**src/prdiv_pkg.sv**
```systemverilog
package prdiv_pkg;

    // bus geometry
    localparam int          PRDIV_DW          = 32;
    localparam int          PRDIV_IW          = 10;
    localparam logic [1:0]  PRDIV_HTRANS_NSEQ = 2'b10;
    localparam logic [1:0]  PRDIV_HTRANS_SEQ  = 2'b11;

    // register indices; byte address is four times the index
    localparam logic [9:0]  PRDIV_CTRL_IDX    = 10'h007;
    localparam logic [9:0]  PRDIV_STAT_IDX    = 10'h008;
    localparam logic [9:0]  PRDIV_IEN_IDX     = 10'h009;
    localparam logic [9:0]  PRDIV_ICLR_IDX    = 10'h00a;
    localparam logic [9:0]  PRDIV_MODCNT_IDX  = 10'h00b;
    localparam logic [9:0]  PRDIV_PRECNT_IDX  = 10'h00c;

    // control register layout
    localparam int          PRDIV_CTRL_W      = 8;
    localparam int          PRDIV_DEC_BIT     = 7;
    localparam int          PRDIV_PRE_MSB     = 6;
    localparam int          PRDIV_PRE_LSB     = 4;
    localparam int          PRDIV_MOD_MSB     = 3;
    localparam int          PRDIV_MOD_LSB     = 0;
    localparam logic [7:0]  PRDIV_CTRL_RST    = 8'h00;

    // event bits of status, enable and clear
    localparam int          PRDIV_NEV         = 2;
    localparam int          PRDIV_EV_TIMEOUT  = 0;
    localparam int          PRDIV_EV_OVERRUN  = 1;
    localparam logic [1:0]  PRDIV_STAT_RST    = 2'h0;
    localparam logic [1:0]  PRDIV_IEN_RST     = 2'h0;

    // divider chain
    localparam int          PRDIV_PRE_W       = 18;
    localparam int          PRDIV_MOD_W       = 4;
    localparam int          PRDIV_BIN_SHIFT   = 10;
    localparam int          PRDIV_DEC_UNIT    = 1000;
    localparam logic [2:0]  PRDIV_PRE_OFF     = 3'h0;
    localparam int          PRDIV_DEC_MULT [0:7] = '{1, 2, 5, 10, 20, 50, 100, 200};

    typedef enum logic [1:0] {
        PRDIV_BUS_IDLE  = 2'b00,
        PRDIV_BUS_WRITE = 2'b01,
        PRDIV_BUS_READ  = 2'b11,
        PRDIV_BUS_RDATA = 2'b10
    } prdiv_bus_t;

endpackage : prdiv_pkg

```
**src/prdiv_prescaler.sv**
```systemverilog
module prdiv_prescaler
    import prdiv_pkg::*;
#(
    parameter int PW = PRDIV_PRE_W
) (
    input  wire logic          mclk,
    input  wire logic          srst,
    input  wire logic          restart,
    input  wire logic          enable,
    input  wire logic [PW-1:0] ratio,
    output logic      [PW-1:0] count,
    output logic               tick
);

    logic [PW-1:0] cnt_r;
    logic          tick_r;
    logic [PW-1:0] last;

    assign last  = ratio - PW'(1);
    assign count = cnt_r;
    assign tick  = tick_r;

    always_ff @(posedge mclk) begin
        if (srst || restart || !enable) begin
            cnt_r <= '0;
        end else if (cnt_r >= last) begin
            cnt_r <= '0;
        end else begin
            cnt_r <= cnt_r + PW'(1);
        end
    end

    always_ff @(posedge mclk) begin
        if (srst || restart || !enable) begin
            tick_r <= 1'b0;
        end else begin
            tick_r <= (cnt_r >= last);
        end
    end

endmodule : prdiv_prescaler

```
**src/prdiv_modulus.sv**
```systemverilog
module prdiv_modulus
    import prdiv_pkg::*;
#(
    parameter int MW = PRDIV_MOD_W
) (
    input  wire logic          mclk,
    input  wire logic          srst,
    input  wire logic          restart,
    input  wire logic          tick,
    input  wire logic [MW-1:0] target,
    output logic      [MW-1:0] count,
    output logic               done
);

    logic [MW-1:0] cnt_r;
    logic          done_r;

    assign count = cnt_r;
    assign done  = done_r;

    // target n divides the prescaled ticks by n+1
    always_ff @(posedge mclk) begin
        if (srst || restart) begin
            cnt_r <= '0;
        end else if (tick) begin
            if (cnt_r >= target) begin
                cnt_r <= '0;
            end else begin
                cnt_r <= cnt_r + MW'(1);
            end
        end
    end

    always_ff @(posedge mclk) begin
        if (srst || restart) begin
            done_r <= 1'b0;
        end else begin
            done_r <= tick && (cnt_r >= target);
        end
    end

endmodule : prdiv_modulus

```
**src/prdiv_top.sv**
```systemverilog
module prdiv_top
    import prdiv_pkg::*;
#(
    parameter int BIN_SHIFT = PRDIV_BIN_SHIFT,
    parameter int DEC_UNIT  = PRDIV_DEC_UNIT,
    parameter int PW        = PRDIV_PRE_W
) (
    input  wire logic        mclk,
    input  wire logic        srst,
    input  wire logic        hsel,
    input  wire logic [31:0] haddr,
    input  wire logic [1:0]  htrans,
    input  wire logic        hwrite,
    input  wire logic [2:0]  hsize,
    input  wire logic [31:0] hwdata,
    input  wire logic        hready,
    output logic      [31:0] hrdata,
    output logic             hreadyout,
    output logic             hresp,
    output logic             periodic_timeout_interrupt,
    output logic             timeout_pulse
);

    prdiv_bus_t              bus_r;
    prdiv_bus_t              bus_nxt;
    logic [PRDIV_IW-1:0]     idx_r;
    logic [31:0]             hrdata_r;
    logic                    hreadyout_r;
    logic                    hresp_r;
    logic                    irq_r;
    logic                    pulse_r;

    logic [PRDIV_CTRL_W-1:0] ctrl_r;
    logic [PRDIV_NEV-1:0]    status_r;
    logic [PRDIV_NEV-1:0]    status_nxt;
    logic [PRDIV_NEV-1:0]    ien_r;
    logic [PRDIV_NEV-1:0]    event_set;
    logic [PRDIV_NEV-1:0]    event_clr;

    logic                    accept;
    logic                    wr_commit;
    logic                    wr_ctrl;
    logic                    wr_ien;
    logic                    wr_clr;
    logic [31:0]             rd_mux;

    logic                    decimal_ratio_select;
    logic [2:0]              prescale_select;
    logic [PRDIV_MOD_W-1:0]  modulus_select;
    logic                    chain_on;
    logic [PW-1:0]           ratio;
    logic [PW-1:0]           pre_count;
    logic                    pre_tick;
    logic [PRDIV_MOD_W-1:0]  mod_count;
    logic                    period_done;

    // ---------------- bus slave ----------------

    assign accept    = hsel && hready && (htrans[1] == PRDIV_HTRANS_NSEQ[1]);
    assign wr_commit = (bus_r == PRDIV_BUS_WRITE) && hready;
    assign wr_ctrl   = wr_commit && (idx_r == PRDIV_CTRL_IDX);
    assign wr_ien    = wr_commit && (idx_r == PRDIV_IEN_IDX);
    assign wr_clr    = wr_commit && (idx_r == PRDIV_ICLR_IDX);

    always_comb begin
        bus_nxt = bus_r;
        case (bus_r)
            PRDIV_BUS_IDLE, PRDIV_BUS_WRITE, PRDIV_BUS_RDATA: begin
                if (hready) begin
                    if (accept) begin
                        bus_nxt = hwrite ? PRDIV_BUS_WRITE : PRDIV_BUS_READ;
                    end else begin
                        bus_nxt = PRDIV_BUS_IDLE;
                    end
                end
            end
            PRDIV_BUS_READ: begin
                bus_nxt = PRDIV_BUS_RDATA;
            end
            default: begin
                bus_nxt = PRDIV_BUS_IDLE;
            end
        endcase
    end

    always_ff @(posedge mclk) begin
        if (srst) begin
            bus_r <= PRDIV_BUS_IDLE;
        end else begin
            bus_r <= bus_nxt;
        end
    end

    always_ff @(posedge mclk) begin
        if (srst) begin
            idx_r <= '0;
        end else if (accept && (bus_r != PRDIV_BUS_READ)) begin
            idx_r <= haddr[PRDIV_IW+1:2];
        end
    end

    // reads take one wait state so that a write just before is already visible
    always_ff @(posedge mclk) begin
        if (srst) begin
            hreadyout_r <= 1'b1;
        end else if (bus_nxt == PRDIV_BUS_READ) begin
            hreadyout_r <= 1'b0;
        end else begin
            hreadyout_r <= 1'b1;
        end
    end

    always_ff @(posedge mclk) begin
        if (srst) begin
            hresp_r <= 1'b0;
        end else begin
            hresp_r <= 1'b0;
        end
    end

    always_comb begin
        rd_mux = 32'h0000_0000;
        case (idx_r)
            PRDIV_CTRL_IDX: begin
                rd_mux[PRDIV_CTRL_W-1:0] = ctrl_r;
            end
            PRDIV_STAT_IDX: begin
                rd_mux[PRDIV_NEV-1:0] = status_r;
            end
            PRDIV_IEN_IDX: begin
                rd_mux[PRDIV_NEV-1:0] = ien_r;
            end
            PRDIV_MODCNT_IDX: begin
                rd_mux[PRDIV_MOD_W-1:0] = mod_count;
                rd_mux[31]              = chain_on;
            end
            PRDIV_PRECNT_IDX: begin
                rd_mux[PW-1:0] = pre_count;
            end
            default: begin
                rd_mux = 32'h0000_0000;
            end
        endcase
    end

    always_ff @(posedge mclk) begin
        if (srst) begin
            hrdata_r <= 32'h0000_0000;
        end else if (bus_r == PRDIV_BUS_READ) begin
            hrdata_r <= rd_mux;
        end
    end

    // ---------------- registers ----------------

    // only the low byte is kept; hsize is taken as a whole word
    always_ff @(posedge mclk) begin
        if (srst) begin
            ctrl_r <= PRDIV_CTRL_RST;
        end else if (wr_ctrl) begin
            ctrl_r <= hwdata[PRDIV_CTRL_W-1:0];
        end
    end

    always_ff @(posedge mclk) begin
        if (srst) begin
            ien_r <= PRDIV_IEN_RST;
        end else if (wr_ien) begin
            ien_r <= hwdata[PRDIV_NEV-1:0];
        end
    end

    // overrun marks a period that ended while the previous one was still unacknowledged
    always_comb begin
        event_set                   = '0;
        event_set[PRDIV_EV_TIMEOUT] = period_done;
        event_set[PRDIV_EV_OVERRUN] = period_done && status_r[PRDIV_EV_TIMEOUT];
        event_clr                   = wr_clr ? hwdata[PRDIV_NEV-1:0] : '0;
        // a new event beats a clear in the same cycle
        status_nxt                  = (status_r & ~event_clr) | event_set;
    end

    always_ff @(posedge mclk) begin
        if (srst) begin
            status_r <= PRDIV_STAT_RST;
        end else begin
            status_r <= status_nxt;
        end
    end

    always_ff @(posedge mclk) begin
        if (srst) begin
            irq_r <= 1'b0;
        end else begin
            irq_r <= |(status_nxt & ien_r);
        end
    end

    always_ff @(posedge mclk) begin
        if (srst) begin
            pulse_r <= 1'b0;
        end else begin
            pulse_r <= period_done;
        end
    end

    // ---------------- divider chain ----------------

    assign decimal_ratio_select = ctrl_r[PRDIV_DEC_BIT];
    assign prescale_select      = ctrl_r[PRDIV_PRE_MSB:PRDIV_PRE_LSB];
    assign modulus_select       = ctrl_r[PRDIV_MOD_MSB:PRDIV_MOD_LSB];

    // binary code zero is the only off setting; decimal never switches off
    assign chain_on = decimal_ratio_select || (prescale_select != PRDIV_PRE_OFF);

    always_comb begin
        ratio = PW'(1);
        if (decimal_ratio_select) begin
            ratio = PW'(DEC_UNIT * PRDIV_DEC_MULT[prescale_select]);
        end else if (prescale_select != PRDIV_PRE_OFF) begin
            ratio = PW'(1) << (BIN_SHIFT + int'(prescale_select) - 1);
        end
    end

    // mclk is the oscillator clock; nothing here runs on a bus-derived clock
    prdiv_prescaler #(
        .PW      (PW)
    ) u_prescaler (
        .mclk    (mclk),
        .srst    (srst),
        .restart (wr_ctrl),
        .enable  (chain_on),
        .ratio   (ratio),
        .count   (pre_count),
        .tick    (pre_tick)
    );

    // prescale ticks feed the modulus stage, so the period is their product
    prdiv_modulus #(
        .MW      (PRDIV_MOD_W)
    ) u_modulus (
        .mclk    (mclk),
        .srst    (srst),
        .restart (wr_ctrl),
        .tick    (pre_tick),
        .target  (modulus_select),
        .count   (mod_count),
        .done    (period_done)
    );

    // ---------------- outputs ----------------

    assign hrdata                     = hrdata_r;
    assign hreadyout                  = hreadyout_r;
    assign hresp                      = hresp_r;
    assign periodic_timeout_interrupt = irq_r;
    assign timeout_pulse              = pulse_r;

endmodule : prdiv_top

```
**config.mk**
```make
export PLATFORM = sky130hd
export DESIGN_NAME = prdiv_top
export DESIGN_NICKNAME = d
export VERILOG_FILES = /design/src/prdiv_pkg.sv /design/src/prdiv_prescaler.sv /design/src/prdiv_modulus.sv /design/src/prdiv_top.sv
export SDC_FILE = /design/constraint.sdc
export NUM_CORES = 1
export LEC_CHECK = 0
export ABC_AREA = 1
export BUFFER_PORTS_ARGS = -buffer_cell sky130_fd_sc_hd__clkbuf_2
export CAP_MARGIN = 20
export CELL_PAD_IN_SITES_DETAIL_PLACEMENT = 2
export CELL_PAD_IN_SITES_GLOBAL_PLACEMENT = 2
export CORE_MARGIN = 2
export CORE_UTILIZATION = 35
export DETAILED_ROUTE_END_ITERATION = 12
export HOLD_SLACK_MARGIN = 0.03
export PLACE_DENSITY = 0.88
export SLEW_MARGIN = 20
export SYNTH_ARGS = -nofsm -noshare
export SYNTH_HDL_FRONTEND = slang
export SYNTH_SLANG_ARGS = --single-unit
export TNS_END_PERCENT = 20
```
**constraint.sdc**
```tcl
create_clock -name mclk -period 17.1 [get_ports mclk]
set_input_delay 1.71 -clock mclk [delete_from_list [all_inputs] [get_ports mclk]]
set_output_delay 1.71 -clock mclk [all_outputs]
set_load 0.05 [all_outputs]
```
# Word-level counts from Yosys, hierarchy flattened
# Memory sizes are Yosys's and may differ from the RTL's.
# Index checks and enable logic that the tools add are counted.
# Widths: inputs -> output; s select.
[op_classes] multipliers=1 add_sub_neg=5 eq_ne=11 n_shift=1 bitwise_logic=5 div=0 magnitude_cmp=3 n_mux=16 n_reduce_logical=18
[ops] cell="$mux 32" count=2
[ops] cell="$eq 10x4->1 const B" count=5
[ops] cell="$mux 18" count=2
[ops] cell="$mul 8x32->15 const A" count=1
[ops] cell="$shl 1x32->18 const A" count=1
[ops] cell="$add 18x1->18 const B" count=1
[ops] cell="$ge 18x18->1" count=1
[ops] cell="$sub 18x1->18 const B" count=1
[ops] cell="$eq 10x3->1 const B" count=1
[ops] cell="$mux 10" count=1
[ops] cell="$pmux 2 s5" count=1
[ops] cell="$logic_and 1x1->1" count=9
[ops] cell="$mux 2" count=4
[ops] cell="$pmux 4 s2" count=1
[ops] cell="$eq 2x2->1 const B" count=3
[ops] cell="$pmux 2 s3" count=1
[ops] cell="$sub 5x1->6 const B" count=1
[ops] cell="$add 4x3->5 const A" count=1
[ops] cell="$add 4x1->4 const B" count=1
[ops] cell="$and 2x2->2" count=2
[ops] cell="$ge 4x4->1" count=1
[ops] cell="$ge 4x4->1 const B" count=1
[ops] cell="$mux 4" count=1
[ops] cell="$not 3->4" count=1
[ops] cell="other kinds (12)" count=16
[totals] latch_bits=0 mem_bits_rw=0 word_cells=74 rom_bits=256 register_bits=70 n_memories=1 output_inout_bits=36
[memory_table] name="(no name shown)" words=8 word_bits=32 read_ports=1 rd_ports_with_merged_regs=0 write_ports=0 line_no="prdiv_top.sv:219" text="ratio = PW'(DEC_UNIT * PRDIV_DEC_MULT[prescale_select]);"

# Logic depth before layout (Yosys ltp)
[depth] ltp_word=9 depth_mapped=37 mapped_depth_nobuf=34

# Hierarchy
# Synthesis repeated with hierarchy kept, for this count alone.
[hier_totals] cells_unflattened=876 area_unflattened_um2=6067.1
[modules_own_cells] mod="prdiv_top" instances=1 cells_per_inst=571 area_each_um2=3970.1 seq_area_each_um2=920.9
[modules_own_cells] mod="prdiv_prescaler" instances=1 cells_per_inst=266 area_each_um2=1794.2 seq_area_each_um2=380.4
[modules_own_cells] mod="prdiv_modulus" instances=1 cells_per_inst=39 area_each_um2=302.8 seq_area_each_um2=100.1

# Worst setup path after synthesis
# OpenSTA, ideal clock, no wires.
[synth_path] path_kind="reg-to-reg" start="register ctrl_r[5]" end="register u_prescaler.cnt_r[12], in the netlist u_prescaler.count[12]" path_slack_ns=11.209 setup_ns=0.116 stages_incl_launch_ff=36 synth_period_minus_slack_ns=5.891 t_arrival_ns=5.775 required_time_ns=16.984 path_buffers=3 path_cell_list="dfxtp_1 buf_6 inv_2 ha_1 or2_2 nand2_1 xnor2_1 inv_1 fa_1 inv_1 fa_1 inv_1 fa_1 inv_1 ha_1 nand2_1 nand2_1 a21oi_1 nand3_1 nand2_1 nand2_1 nand2_1 nand2_1 inv_1 nand3_1 nand2_1 nand2_1 ha_1 nand2_1 nor4_1 o211ai_1 nand4_1 or2_1 buf_2 buf_4 nor2_1"
[synth_between] elab_chain_cells=9
[synth_rtl] element="from (decl)" line_no="prdiv_top.sv:33" text="logic [PRDIV_CTRL_W-1:0] ctrl_r;"
[synth_rtl] element="from (signal assigned)" line_no="prdiv_top.sv:161" text="ctrl_r <= hwdata[PRDIV_CTRL_W-1:0];"
[synth_rtl] element="$not 3->4 (implied by the code)" line_no="prdiv_top.sv:219"
[synth_rtl] element="$mem_v2 8x32"
[synth_rtl] element="$mux 32 (implied by the code) (2 in series)" line_no="prdiv_top.sv:219"
[synth_rtl] element="$mul 8x32->15" line_no="prdiv_top.sv:219"
[synth_rtl] element="$mux 18" line_no="prdiv_top.sv:218" text="if (decimal_ratio_select) begin"
[synth_rtl] element="$sub 18x1->18" line_no="prdiv_prescaler.sv:19" text="assign last = ratio - PW'(1);"
[synth_rtl] element="$ge 18x18->1" line_no="prdiv_prescaler.sv:26" text="end else if (cnt_r >= last) begin"
[synth_rtl] element="$reduce_or 2->1 (no line) (*)"
[synth_rtl] element="to (signal assigned)" line_no="prdiv_prescaler.sv:29" text="cnt_r <= cnt_r + PW'(1);"
[synth_rtl] element="to (decl)" line_no="prdiv_prescaler.sv:15" text="logic [PW-1:0] cnt_r;"
# Mark *: on every way between the ends. The rest lies on a longest branch, timed or not. The select of a mux whose other input is x is not followed.
# A chain may end at the register's enable or synchronous reset.

# Worst setup path after layout
[layout_path] start="register ctrl_r[4]" end="register u_prescaler.cnt_r[4], in the netlist u_prescaler.count[4]"
# Same word-level chain as after synthesis.

==> impl_metrics.csv <==
group,metric,value,unit
timing,fin_tns_setup,0,ps
finish,final_cell_mix,"inv_1 (133), nand2_1 (130), nor2_1 (92), dfxtp_1 (70), ha_1 (62)",
finish,regArea,0.00140,mm2
die,start_util,35.4,%
power_and_ir_drop,p_seq_share,42.9,%
timing,fmax,0.124,GHz
clock_network,cts_resized,0,
route,routedWlPerCell,20.1,um
finish,area_growth,10.9,%
clock_network,root_buffer,"clkbuf_16",
die,io-pin-count,110,
route,wl,22000,um
power_and_ir_drop,p_per_area,57.6,mW/mm2
die,row_count,48,
timing,fin_worst_skew,12.9,ps
route,first_iter_violations,217,
route,drtAntennaViolNets,0,
finish,drive_above_1_share,15.4,%
clock_network,postCtsHoldBufs,0,
synth,async_flop_share,0,%
timing,finalSetupViolCount,0,
global_route,grt_overflow_total,0,
clock_network,cts_max_path_buffers,2,
finish,multi_input_area,0.00391,mm2
clock_network,cts.htree.levels,3,
setup_path,critPathKind,"flip-flop to flip-flop",
route,met1Wirelength,8750,um
clock_network,cts-buffers-inserted,9,
die,dieArea,0.0183,mm2
route,drt_first_pass_iters,4,
power_and_ir_drop,swShare,26.3,%
place,place_ws,9340,ps
timing,final-hold-violation-count,0,
route,drc,0,
timing,max-slew-margin-rel,41.9,%
route,routed.top_layer,"met4",
timing,worstMarginPinSlew,871,ps
timing,slew_viol_final,0,
synth,netlist_instances,830,
synth,synth_cell_type_count,52,
synth,ys_warn_count,0,
power_and_ir_drop,peakVddDrop,0.0000544,V
timing,whs,465,ps
synth,synth_seq_area_share,23.2,%
finish,fill_cells,2049,
setup_path,critPathMaxFanout,18,
die,core-area,0.0171,mm2
setup_path,max_stage_delay,870,ps
global_route,grt.total_usage,25.0,%
synth,yosys.area.top_type,"dfxtp_1",
synth,synth_area,0.00604,mm2
place,dp_cells,1083,
die,die_y,135,um
hold_path,hp-class,"flip-flop to flip-flop",
finish,fin_cells,1099,
setup_path,critPathRequiredTime,17290,ps
finish,diodes,0,
place,finalWeightedCongestion,0.783,
clock_network,path_clk_slew,70,ps
route,wl_met2,11600,um
clock_network,clock_latency,350,ps
route,dr_wl_met3,928,um
global_route,grt_pass1_wl,35300,um
run_status,status,"finished, final reports clean",
setup_path,arrival,8270,ps
global_route,antenna_found_initial,0,
power_and_ir_drop,pwr-share-clk,51.1,%
setup_path,critical_path.slowest_cell,"dfxtp_1",
synth,avgSynthCellArea,7.28,um2
synth,synth_seq_cells,70,
job,drv_cap,0,
die,die_w,135,um
timing,rsz0062_at_grt,"no",
finish,final_common_cell,"inv_1",
global_route,grt_pass1_vias,6587,
synth,synth_area_leaders,"dfxtp_1 (23%), ha_1 (13%), inv_1 (8.3%)",
route,drt-vias-per-instance,5.26,
synth,synth_top_area_share,23.2,%
synth,synth_edf_count,0,
timing,period_share,47.2,%
synth,synthFlopType,"dfxtp_1",
finish,final_nets,1017,
clock_network,cts_tree,"yes",
clock_network,clock-sinks,70,
power_and_ir_drop,p_leak,3.17,nW
place,dpl.hpwl,16200,um
setup_path,start_kind,"flip-flop",
clock_network,cts_setup_buffers,0,
route,vias,5786,
timing,setup_slack,9020,ps
setup_path,crit_path_frequent_cell,"nand2_1",
place,numPortBuffers,45,
setup_path,end_kind,"flip-flop",
power_and_ir_drop,pwr-share-comb,5.9,%
power_and_ir_drop,internal_power,284,uW
timing,fin_crit,8080,ps
power_and_ir_drop,power.switching,101,uW
global_route,grt_max_degree,31,
## per-layer routing
| metal | vias up | track usage (%) |
|---|---|---|
| li1 | 2721 | - |
| met1 | 2858 | 27.2 |
| met2 | 144 | 46.8 |
| met3 | 63 | 5.42 |
| met4 | 0 | 10.0 |
| met5 | - | 0 |
## cells in the mapped netlist, types with 6 or more instances
| cell type | number |
|---|---|
| inv_1 | 133 |
| nand2_1 | 130 |
| nor2_1 | 92 |
| dfxtp_1 | 70 |
| ha_1 | 62 |
| nand3_1 | 44 |
| o21ai_0 | 42 |
| a21oi_1 | 36 |
| xor2_1 | 26 |
| buf_4 | 17 |
| nand2_2 | 15 |
| nor3_1 | 14 |
| fa_1 | 12 |
| nand4_1 | 12 |
| clkbuf_1 | 11 |
| nor2_4 | 11 |
| o31ai_1 | 9 |
| inv_2 | 8 |
| xnor2_1 | 8 |
| nand3_2 | 7 |
| nor2_2 | 7 |
| o221ai_1 | 6 |
## final timing paths
kind | depth (start not counted) | start | to | slack (ps)
setup / recovery | 29 | ctrl_r[4] | u_prescaler.count[4] | 9020
hold / removal | 2 | hrdata[13] | hrdata[13] | 460
setup reg to reg | 29 | ctrl_r[4] | u_prescaler.count[4] | 9020
hold reg to reg | 2 | hrdata[13] | hrdata[13] | 460
## flip-flops by register name, indices dropped and copies added (netlist names)
register                    cells
u_prescaler.tick                1
ctrl_r                          8
hreadyout                       1
idx_r                          10
status_r                        2
hrdata                         19
u_modulus.count                 4
periodic_timeout_interrupt      1
timeout_pulse                   1
bus_r                           2
u_prescaler.count              18
ien_r                           2
u_modulus.done                  1
## per-stage QoR
stage	cell area, um2	util, %	power, mW
after floorplan	6090	-	0.188
after global placement	6390	37.5	0.191
after detailed placement	6390	37.5	0.192
after CTS	6700	39.3	0.389
after global routing	6700	39.3	0.397
final	6700	39.3	0.386
## logic make-up (layout without fill, tap and decap cells)
logic type,after synthesis,in the layout,synth area share [%]
simple gates,359,359,31.0
buf+inv,177,207,12.9
compound gates,114,114,11.0
fa+ha+maj,74,74,16.8
flops,70,70,23.2
xor+xnor,34,34,4.93
other cells,2,16,0.124
## power by group through the flow
stage,Sequential (mW),Combinational (mW),Clock [mW]
after CTS,0.166,0.0231,0.200
final,0.166,0.0229,0.197
after detailed placement,0.169,0.0229,0
after floorplan,0.169,0.0188,0
after global routing,0.166,0.0255,0.206
after global placement,0.169,0.0221,0
## final cells by class
cell class	instances	share of cell area (%)
Multi-Input combinational cell	597	58.4
Inverter	145	8.44
Timing Repair Buffer	46	3.47
Sequential cell	70	20.9
Clock buffer	9	3.36
Tap cell	225	4.20
Clock inverter	7	1.20
## worst max-delay path: cells and delay by family (launching register included)
kind            cells  cell delay, ps
buf+inv             5             360
simple gates       14            2880
fa+ha+maj           7            3040
xor+xnor            1             250
flops               1             870
compound gates      2             510
No activity file was read; power rests on OpenSTA's default activity.
